## config.mk

```make
export PLATFORM = sky130hd
export DESIGN_NAME = dma_seq
export DESIGN_NICKNAME = d
export VERILOG_FILES = /design/src/dma_pkg.sv /design/src/dma_seq.sv /design/src/dma_step.sv
export SDC_FILE = /design/constraint.sdc
export NUM_CORES = 2
export LEC_CHECK = 0
export BUFFER_PORTS_ARGS = -buffer_cell sky130_fd_sc_hd__buf_2
export CELL_PAD_IN_SITES_DETAIL_PLACEMENT = 1
export CELL_PAD_IN_SITES_GLOBAL_PLACEMENT = 1
export CORE_MARGIN = 2
export CORE_UTILIZATION = 44
export CTS_CLUSTER_DIAMETER = 200
export DETAILED_ROUTE_END_ITERATION = 6
export PLACE_DENSITY = 0.8
export SYNTH_ARGS = -nofsm -noshare
export SYNTH_HDL_FRONTEND = slang
export SYNTH_SLANG_ARGS = --single-unit
```

## constraint.sdc

```tcl
create_clock -name ref_clk -period 6.6 [get_ports ref_clk]
set_clock_uncertainty 0.05 [all_clocks]
set_input_delay 0.99 -clock ref_clk [delete_from_list [all_inputs] [get_ports ref_clk]]
set_output_delay 0.99 -clock ref_clk [all_outputs]
set_load 0.02 [all_outputs]
```

## src/dma_pkg.sv

```systemverilog
`default_nettype none
package dma_pkg;
    // channel count and bus widths
    localparam int NCH = 4;
    localparam int CHW = 2;
    localparam int AW  = 24;
    localparam int DW  = 16;

    // channel_control_regs field positions and reset value
    localparam int          CTRL_PRIO_BIT = 0;
    localparam int          CTRL_TCV_BIT  = 1;
    localparam logic [7:0]  CTRL_RST      = 8'h00;

    // reset values of pointers, counter and flags
    localparam logic [AW-1:0]  PTR_RST  = 24'h000000;
    localparam logic [AW-1:0]  CNT_ZERO = 24'h000000;
    localparam logic [NCH-1:0] FLAG_RST = 4'h0;
    localparam logic [CHW-1:0] CH_RST   = 2'h0;
    localparam logic [DW-1:0]  DATA_RST = 16'h0000;

    // step amounts for one byte or one 16-bit unit
    localparam logic [1:0] STEP_ONE = 2'h1;
    localparam logic [1:0] STEP_TWO = 2'h2;

    // cycles that the own terminal-count drive is masked from the input
    localparam int         TC_PULSE_NS = 8;
    localparam int         CLK_NS      = 8;
    localparam int         TC_PULSE_CY = (TC_PULSE_NS + CLK_NS - 1) / CLK_NS;
    localparam int         TC_MASK_W   = 3;
    localparam logic [2:0] TC_MASK_SET = 3'h7;

    // address change direction, per_channel_mode bits 4-5 and 6-7
    typedef enum logic [1:0] {
        DIR_FWD,
        DIR_BWD,
        DIR_FIX,
        DIR_FIX2
    } dir_t;

    // per_channel_mode layout, bit 0 at the right
    typedef struct packed {
        dir_t dst_dir;   // bits 7:6
        dir_t src_dir;   // bits 5:4
        logic rsv3;      // bit 3
        logic burst;     // bit 2, 0 = cycle steal
        logic repeat_en; // bit 1, 0 = normal
        logic unit16;    // bit 0
    } mode_t;

    // software write target
    typedef enum logic [1:0] {
        SEL_SRC,
        SEL_DST,
        SEL_CNT
    } sw_sel_t;

    // system bus master outputs
    typedef struct packed {
        logic [AW-1:0] addr;
        logic [DW-1:0] wdata;
        logic          rw;     // 1 = read
        logic          word;   // 1 = 16-bit access
        logic          strobe;
    } bus_out_t;
endpackage
`default_nettype wire

```

## src/dma_seq.sv

```systemverilog
// Function
// - pointers and counter are 24 bits; software writes all bits.
// - requests accepted only after permission bit set, set last.
// - control bit 0 selects priority scheme, bit 1 terminal-count validity.
// - normal count reaching zero drives terminal count low and sets interrupt.
// - normal completion clears permission; burst also clears request flag.
// - external terminal count low or permission cleared halts, no interrupt.
// - falling edge on external request pin sets request flag.
// - accept only without refresh request and without bus hold.
// - higher-priority pending channel is served first.
// - read cycle drives source address, rw high, steps pointer, latches data.
// - write cycle drives destination address, rw low, latched data, steps pointer.
// - unaligned 16-bit unit splits into two byte accesses.
// - counter decremented by 1 or 2 alongside source address output.
// - first written values kept in latches; permission restart reuses them.
// - repeat keeps permission at zero count; burst keeps request flag.
// - repeat with cycle steal clears request flag after every unit.
// - repeat reloads from latches at end; burst repeats, steal waits.
// - repeat never drives terminal count nor sets interrupt.
// - fixed priority ranks 0,1,2,3 and is selected after reset.
// - mode bits 4-5 source direction, bits 6-7 destination direction.
`default_nettype none
module dma_seq
    import dma_pkg::*;
(
    input  wire logic                ref_clk,
    input  wire logic                rstn,
    // software setup
    input  wire logic                sw_wr,
    input  wire logic [CHW-1:0]      sw_wr_ch,
    input  wire sw_sel_t             sw_wr_sel,
    input  wire logic [AW-1:0]       sw_wr_data,
    input  wire logic                ctrl_wr,
    input  wire logic [7:0]          ctrl_wdata,
    input  wire logic [NCH-1:0]      perm_set,
    input  wire logic [NCH-1:0]      perm_clr,
    input  wire mode_t [NCH-1:0]     chan_mode,
    // request sources and gating
    input  wire logic [NCH-1:0]      ext_transfer_request_n,
    input  wire logic                refresh_req,
    input  wire logic                bus_hold_request,
    // terminal count pin, open drain
    input  wire logic                terminal_count_line_i,
    output logic                     terminal_count_line_o,
    output logic                     terminal_count_line_oe_n,
    // system bus master
    output bus_out_t                 bus_o,
    input  wire logic [DW-1:0]       bus_rdata,
    input  wire logic                bus_ack,
    // status
    output logic [7:0]               ctrl_r,
    output logic [NCH-1:0]           perm_r,
    output logic [NCH-1:0]           req_flag_r,
    output logic [NCH-1:0]           irq_set_r,
    output logic [CHW-1:0]           active_ch_r,
    output logic                     busy_r
);
    typedef enum logic [1:0] {
        S_IDLE,
        S_RD,
        S_WR
    } st_t;

    st_t             st_r;
    logic [AW-1:0]   sp_r   [NCH];
    logic [AW-1:0]   dp_r   [NCH];
    logic [AW-1:0]   cnt_r  [NCH];
    logic [AW-1:0]   sp_lat [NCH];
    logic [AW-1:0]   dp_lat [NCH];
    logic [AW-1:0]   cnt_lat[NCH];
    logic [DW-1:0]   lat_r;
    logic            half_r;
    logic            split_r;
    logic            zero_r;
    logic [CHW-1:0]  prio_top_r;
    logic [TC_MASK_W-1:0] tc_own_r;

    // synchronisers for pins
    logic [NCH-1:0]  req_s1;
    logic [NCH-1:0]  req_s2;
    logic [NCH-1:0]  req_s3;
    logic            tc_s1;
    logic            tc_s2;
    logic            hold_s1;
    logic            hold_s2;

    // combinational decisions
    logic [NCH-1:0]  eligible;
    logic            grant_vld;
    logic [CHW-1:0]  grant;
    logic [CHW-1:0]  ev_ch;
    logic            ev_src;
    logic            ev_dst;
    logic            ev_cnt;
    logic            ev_reload;
    logic            ev_perm_clr;
    logic            ev_req_clr;
    logic            ev_normal_done;
    logic            ext_halt;
    logic            halt_now;
    logic            last_acc;
    logic            start;
    mode_t           cur_mode;
    mode_t           grant_mode;
    logic [1:0]      acc_amt;
    logic [1:0]      cnt_amt;
    logic [AW-1:0]   astep;
    logic [AW-1:0]   cstep;
    dir_t            adir;
    logic [DW-1:0]   lat_nxt;

    // two flops before any logic reads a pin
    always_ff @(posedge ref_clk or negedge rstn) begin
        if (!rstn) begin
            req_s1  <= 4'hF;
            req_s2  <= 4'hF;
            req_s3  <= 4'hF;
            tc_s1   <= 1'b1;
            tc_s2   <= 1'b1;
            hold_s1 <= 1'b0;
            hold_s2 <= 1'b0;
        end else begin
            req_s1  <= ext_transfer_request_n;
            req_s2  <= req_s1;
            req_s3  <= req_s2;
            tc_s1   <= terminal_count_line_i;
            tc_s2   <= tc_s1;
            hold_s1 <= bus_hold_request;
            hold_s2 <= hold_s1;
        end
    end

    assign cur_mode   = chan_mode[active_ch_r];
    assign grant_mode = chan_mode[grant];

    // own low drive echoes back through the synchroniser, so mask it
    assign ext_halt = !tc_s2 && (tc_own_r == 3'h0) && terminal_count_line_oe_n;
    assign halt_now = ext_halt || !perm_r[active_ch_r];

    // rotating search from the current top channel
    always_comb begin
        grant_vld = 1'b0;
        grant     = CH_RST;
        for (int k = NCH - 1; k >= 0; k--) begin
            logic [CHW-1:0] idx;
            idx = prio_top_r + k[CHW-1:0];
            if (eligible[idx]) begin
                grant_vld = 1'b1;
                grant     = idx;
            end
        end
    end

    assign eligible = perm_r & req_flag_r;
    assign start = (st_r == S_IDLE) && grant_vld && !refresh_req && !hold_s2;

    // access size: split halves and byte units move one byte, whole 16-bit units two
    assign acc_amt  = (bus_o.word || !cur_mode.unit16) ? STEP_TWO - {1'b0, !bus_o.word} :
                      STEP_ONE;
    assign cnt_amt  = grant_mode.unit16 ? STEP_TWO : STEP_ONE;
    assign adir     = (st_r == S_WR) ? cur_mode.dst_dir : cur_mode.src_dir;
    assign last_acc = !split_r || half_r;

    dma_step addr_step_unit (
        .val (bus_o.addr),
        .dir (adir),
        .amt (acc_amt),
        .res (astep)
    );

    dma_step count_step_unit (
        .val (cnt_r[grant]),
        .dir (DIR_BWD),
        .amt (cnt_amt),
        .res (cstep)
    );

    // byte lanes gather into the data latch, low byte first
    always_comb begin
        lat_nxt = lat_r;
        if (bus_o.word) begin
            lat_nxt = bus_rdata;
        end else if (half_r) begin
            lat_nxt[15:8] = bus_rdata[7:0];
        end else begin
            lat_nxt[7:0] = bus_rdata[7:0];
        end
    end

    // per-unit events toward the channel registers
    always_comb begin
        ev_ch          = (st_r == S_IDLE) ? grant : active_ch_r;
        ev_cnt         = start;
        ev_src         = (st_r == S_RD) && bus_ack;
        ev_dst         = (st_r == S_WR) && bus_ack;
        ev_reload      = 1'b0;
        ev_perm_clr    = 1'b0;
        ev_req_clr     = 1'b0;
        ev_normal_done = 1'b0;
        if ((st_r == S_WR) && bus_ack && last_acc) begin
            if (zero_r && cur_mode.repeat_en) begin
                ev_reload  = 1'b1;
                ev_req_clr = !cur_mode.burst;
            end else if (zero_r) begin
                ev_perm_clr    = 1'b1;
                ev_req_clr     = cur_mode.burst;
                ev_normal_done = 1'b1;
            end else begin
                ev_req_clr = !cur_mode.burst;
            end
        end
        if (ext_halt && (st_r != S_IDLE)) begin
            ev_perm_clr = 1'b1;
        end
    end

    // channel registers: software writes, stepping and reload
    for (genvar i = 0; i < NCH; i++) begin : g_ch
        always_ff @(posedge ref_clk or negedge rstn) begin
            if (!rstn) begin
                sp_r[i]    <= PTR_RST;
                dp_r[i]    <= PTR_RST;
                cnt_r[i]   <= CNT_ZERO;
                sp_lat[i]  <= PTR_RST;
                dp_lat[i]  <= PTR_RST;
                cnt_lat[i] <= CNT_ZERO;
            end else if (sw_wr && (sw_wr_ch == i[CHW-1:0])) begin
                case (sw_wr_sel)
                    SEL_SRC: begin
                        sp_r[i]   <= sw_wr_data;
                        sp_lat[i] <= sw_wr_data;
                    end
                    SEL_DST: begin
                        dp_r[i]   <= sw_wr_data;
                        dp_lat[i] <= sw_wr_data;
                    end
                    SEL_CNT: begin
                        cnt_r[i]   <= sw_wr_data;
                        cnt_lat[i] <= sw_wr_data;
                    end
                    default: begin
                    end
                endcase
            end else if ((ev_reload && (ev_ch == i[CHW-1:0])) || perm_set[i]) begin
                sp_r[i]  <= sp_lat[i];
                dp_r[i]  <= dp_lat[i];
                cnt_r[i] <= cnt_lat[i];
            end else if (ev_ch == i[CHW-1:0]) begin
                if (ev_src) begin
                    sp_r[i] <= astep;
                end
                if (ev_dst) begin
                    dp_r[i] <= astep;
                end
                if (ev_cnt) begin
                    cnt_r[i] <= cstep;
                end
            end
        end

        // permission: software set wins over any clear
        always_ff @(posedge ref_clk or negedge rstn) begin
            if (!rstn) begin
                perm_r[i] <= 1'b0;
            end else if (perm_set[i]) begin
                perm_r[i] <= 1'b1;
            end else if (perm_clr[i] || (ev_perm_clr && (ev_ch == i[CHW-1:0]))) begin
                perm_r[i] <= 1'b0;
            end
        end

        // request flag: a falling edge wins over a same-cycle clear
        always_ff @(posedge ref_clk or negedge rstn) begin
            if (!rstn) begin
                req_flag_r[i] <= 1'b0;
            end else if (req_s3[i] && !req_s2[i]) begin
                req_flag_r[i] <= 1'b1;
            end else if (ev_req_clr && (ev_ch == i[CHW-1:0])) begin
                req_flag_r[i] <= 1'b0;
            end
        end
    end

    // control register, fixed priority after reset
    always_ff @(posedge ref_clk or negedge rstn) begin
        if (!rstn) begin
            ctrl_r <= CTRL_RST;
        end else if (ctrl_wr) begin
            ctrl_r <= ctrl_wdata;
        end
    end

    // rotation only on normal completion; forced halts leave it
    always_ff @(posedge ref_clk or negedge rstn) begin
        if (!rstn) begin
            prio_top_r <= CH_RST;
        end else if (!ctrl_r[CTRL_PRIO_BIT]) begin
            prio_top_r <= CH_RST;
        end else if (ev_normal_done) begin
            prio_top_r <= active_ch_r + 2'h1;
        end
    end

    // terminal count drive and interrupt pulse
    always_ff @(posedge ref_clk or negedge rstn) begin
        if (!rstn) begin
            terminal_count_line_o    <= 1'b0;
            terminal_count_line_oe_n <= 1'b1;
            tc_own_r                 <= 3'h0;
            irq_set_r                <= FLAG_RST;
        end else begin
            terminal_count_line_o <= 1'b0;
            irq_set_r             <= FLAG_RST;
            tc_own_r              <= {tc_own_r[TC_MASK_W-2:0], 1'b0};
            terminal_count_line_oe_n <= 1'b1;
            if (ev_normal_done) begin
                irq_set_r[active_ch_r]   <= 1'b1;
                terminal_count_line_oe_n <= !ctrl_r[CTRL_TCV_BIT];
                if (ctrl_r[CTRL_TCV_BIT]) begin
                    tc_own_r <= TC_MASK_SET;
                end
            end
        end
    end

    // transfer sequencer
    always_ff @(posedge ref_clk or negedge rstn) begin
        if (!rstn) begin
            st_r        <= S_IDLE;
            active_ch_r <= CH_RST;
            busy_r      <= 1'b0;
            half_r      <= 1'b0;
            split_r     <= 1'b0;
            zero_r      <= 1'b0;
            lat_r       <= DATA_RST;
            bus_o       <= '0;
        end else begin
            case (st_r)
                S_IDLE: begin
                    if (start) begin
                        st_r         <= S_RD;
                        busy_r       <= 1'b1;
                        active_ch_r  <= grant;
                        half_r       <= 1'b0;
                        split_r      <= grant_mode.unit16 &&
                                        (sp_r[grant][0] ^ (grant_mode.src_dir == DIR_BWD));
                        zero_r       <= (cstep == CNT_ZERO);
                        bus_o.addr   <= sp_r[grant];
                        bus_o.rw     <= 1'b1;
                        bus_o.word   <= grant_mode.unit16 &&
                                        !(sp_r[grant][0] ^ (grant_mode.src_dir == DIR_BWD));
                        bus_o.strobe <= 1'b1;
                    end
                end
                S_RD: begin
                    if (bus_ack) begin
                        lat_r <= lat_nxt;
                        if (!last_acc) begin
                            half_r     <= 1'b1;
                            bus_o.addr <= astep;
                        end else if (halt_now) begin
                            st_r         <= S_IDLE;
                            busy_r       <= 1'b0;
                            bus_o.strobe <= 1'b0;
                        end else begin
                            st_r        <= S_WR;
                            half_r      <= 1'b0;
                            split_r     <= cur_mode.unit16 &&
                                           (dp_r[active_ch_r][0] ^
                                            (cur_mode.dst_dir == DIR_BWD));
                            bus_o.addr  <= dp_r[active_ch_r];
                            bus_o.rw    <= 1'b0;
                            bus_o.word  <= cur_mode.unit16 &&
                                           !(dp_r[active_ch_r][0] ^
                                             (cur_mode.dst_dir == DIR_BWD));
                            bus_o.wdata <= lat_nxt;
                        end
                    end
                end
                S_WR: begin
                    if (bus_ack) begin
                        if (!last_acc) begin
                            half_r      <= 1'b1;
                            bus_o.addr  <= astep;
                            bus_o.wdata <= {8'h00, lat_r[15:8]};
                        end else begin
                            st_r         <= S_IDLE;
                            busy_r       <= 1'b0;
                            bus_o.strobe <= 1'b0;
                            bus_o.rw     <= 1'b1;
                        end
                    end
                end
                default: begin
                    st_r <= S_IDLE;
                end
            endcase
        end
    end
endmodule
`default_nettype wire

```

## src/dma_step.sv

```systemverilog
`default_nettype none
module dma_step
    import dma_pkg::*;
(
    input  wire logic [AW-1:0] val,
    input  wire dir_t          dir,
    input  wire logic [1:0]    amt,
    output logic      [AW-1:0] res
);
    // fixed direction passes the value through untouched
    always_comb begin
        case (dir)
            DIR_FWD: res = val + {{(AW - 2){1'b0}}, amt};
            DIR_BWD: res = val - {{(AW - 2){1'b0}}, amt};
            default: res = val;
        endcase
    end
endmodule
`default_nettype wire

```

==> reports/metrics.cfg <==
[global_routing]
overflow=0
grt_pass1_vias=33000
grt_max_degree=154
grt_util_all_layers=0.337
antenna_found_initial=11
grt_first_pass_wirelength_um=210000

[drt]
wl_met2_um=65400
drt_first_pass_iters=6
detail-route-antenna-nets=0
dr_wl_met3_um=12500
highest_layer=met5
wl_um=142000
wl_met1_um=55400
wl_per_cell_um=28.5
vias=32100
vias_per_cell=6.46
drt_iter0_drc=2910
drc=0

[final_layout]
regArea_um2=17100
area_growth_pct=12.5
fin_area_um2=40200
final_util=0.499
drive_gt1_frac=0.201
multi_input_area_um2=17400
nFillCells=9141
final_cells=4966
finalNetCount=3977

[synth]
synth_flop_cell=dfrtp_1
post_synth_xor_area_fraction=0.00931
syn_area_um2=35800
yosysSeqAreaShare=0.479
synthArstFlopShare=1.00
synthAdderAreaFrac=0.0134
synth_top_area_frac=0.468
synth_edf_count=0
synth-compound-area-share=0.197
synth.distinct_cells=88
synth.area.top_cells=dfrtp_1 (47%), mux2_2 (9.1%), nand2_1 (5.5%)
yosys.area_share.simple=0.138
yosysWarnings=0
muxShareOfSynthArea=0.124
yosysTopAreaCell=dfrtp_1
synth-seq-cells=684
syn-num-nets=3957
synth_top_family_by_area=compound AO/OA/AOI/OAI gates
syn_avg_cell_area_um2=9.37
synthCells=3816

[placement]
dpl_cell_area_um2=37600
place_congestion=0.886
place_ws_ns=0.430
hpwl_um=90900
port_buffers=166
post-place-cells=4817

[clocking]
hold_buffers=0
cts_resized=0
cts.root.buffer_cell=clkbuf_16
numCtsBuffers=77
cts.path.max_buffers=3
clkSinkCount=684
worstSkewPairLatency_ns=0.65
h-tree-depth=3
cts_setup_buffers=0
cts_tree=done
path_clk_slew_ns=0.06

[timing]
worstMarginPinSlew_ns=1.25
maxSlewViolCount=0
grt_setup_unrepaired=false
hold_viol=0
finalSetupViolations=0
max_slew_margin=0.165
period_share=0.905
fin_tns_setup_ns=0
timing.fmax_mhz=167
final.setup.worst_slack_ns=0.625
post-route-min-period_ns=5.98

[worst_setup_path]
crit_path_start_kind=flop
r2r_cells=18
critPathRequiredTime_ns=7.10
crit_fanout=15
end_kind=flop
crit_arrival_ns=6.47
path_class=reg2reg

[floorplan]
rows=104
start_util=0.444
die_h_um=289
io_pins=172
die_w_um=289
fp.coreArea_um2=80500
die-area_um2=83600

[job]
cap_violations=0

[pwr]
ir_worst_vdd_mv=0.235
p_leak_nw=17.2
p_per_area_nw_per_um2=478

[run_status]
status=finished, final reports clean

[worst_hold_path]
hold_path_class=in2async

-- layout make-up --
class,instances,area share
Inverter,32,0.00299
Multi-Input combinational cell,2777,0.433
Tap cell,1060,0.0330
Clock inverter,24,0.00703
Clock buffer,114,0.0567
Antenna cell,11,0.000684
Sequential cell,684,0.426
Timing Repair Buffer,264,0.0407
-- logic make-up (layout without fill, tap and decap cells) --
family,after synthesis,after routing
AND/OR/NAND/NOR,1159,1159
other,1,12
multiplexers,367,367
AO/OA/AOI/OAI,1175,1175
flip-flops,684,684
XOR/XNOR,38,38
buffers and inverters,355,434
adder cells (fa/ha/maj),37,37
-- power breakdown --
| part | total (W) | switching, W | internal, W |
|---|---|---|---|
| Combinational | 0.00838 | 0.00544 | 0.00294 |
| Clock | 0.00444 | 0.00185 | 0.00259 |
| Sequential | 0.00642 | 0.000925 | 0.00550 |
-- sequential cells by signal, indices dropped and copies added, names as in the netlist, 4 cells and up --
name	count
cnt_lat	96
sp_lat	96
req_flag_r	4
lat_r	16
req_s3	4
req_s2	4
bus_o	43
perm_r	4
cnt_r	96
req_s1	4
ctrl_r	8
dp_lat	96
sp_r	96
irq_set_r	4
dp_r	96
-- critical path, stage by stage, from the launching register on --
cell       delay, ns
dfrtp_1         0.41
inv_1           0.15
ha_2            0.52
inv_1           0.20
mux2i_1         0.23
nand2b_1        0.27
inv_1           0.23
ha_1            0.44
nand2_1         0.11
nor2_1          0.16
a21oi_1         0.09
and2_1          0.19
a2111oi_0       0.62
o21ai_0         0.34
o21ai_1         0.37
mux2i_1         0.39
xor2_1          0.64
o21ai_0         0.16
o31ai_1         0.28
-- layout by cell type, fill, tap and decap left out, drive strengths merged, types with 14 or more instances in the layout --
cell type,count
inv,35
dfrtp,669
o21a,38
mux2,290
o211ai,51
nor3,39
nor2,393
and3,25
buf,264
nand2,530
nand3,60
xor2,19
nor2b,14
mux4,32
o21ai,391
a21oi,327
nand2b,15
a21boi,20
dfstp,15
ha,35
mux2i,45
a211oi,61
a31oi,127
a21o,35
nand4,15
o31ai,22
xnor2,19
clkbuf,114
-- routing by layer --
metal / vias to the layer above / track usage
met5: - / 0
met4: 2 / 0.191
met3: 487 / 0.0757
met2: 1541 / 0.544
met1: 16400 / 0.418
li1: 13600 / -
-- through the flow --
stage,power [W],hold slack (ns)
global route,0.0202,0.309
global placement,0.0142,0.283
floorplan,0.0115,0.281
CTS,0.0191,0.304
finish,0.0192,0.303
detailed placement,0.0145,0.295
-- worst paths after layout --
check	startpoint	end	slack (ns)
max	st_r[0]	sp_r[95]	0.62
min	rstn	perm_r[2]	0.30
max reg2reg	st_r[0]	sp_r[95]	0.62
min reg2reg	req_s1[0]	req_s2[0]	0.30
max in group asynchronous	rstn	sp_lat[82]	4.67
min in group ref_clk	req_s1[0]	req_s2[0]	0.30
-- cells in the mapped netlist (all sizes together), types with 31 or more instances --
master	n
a211oi	61
a21o	35
a21oi	327
a31oi	127
buf	82
clkbuf	241
dfrtp	669
ha	35
inv	31
mux2	290
mux2i	45
mux4	32
nand2	530
nand3	60
nor2	393
nor3	39
o211ai	51
o21a	38
o21ai	391
(Power assumes the default switching activity.)
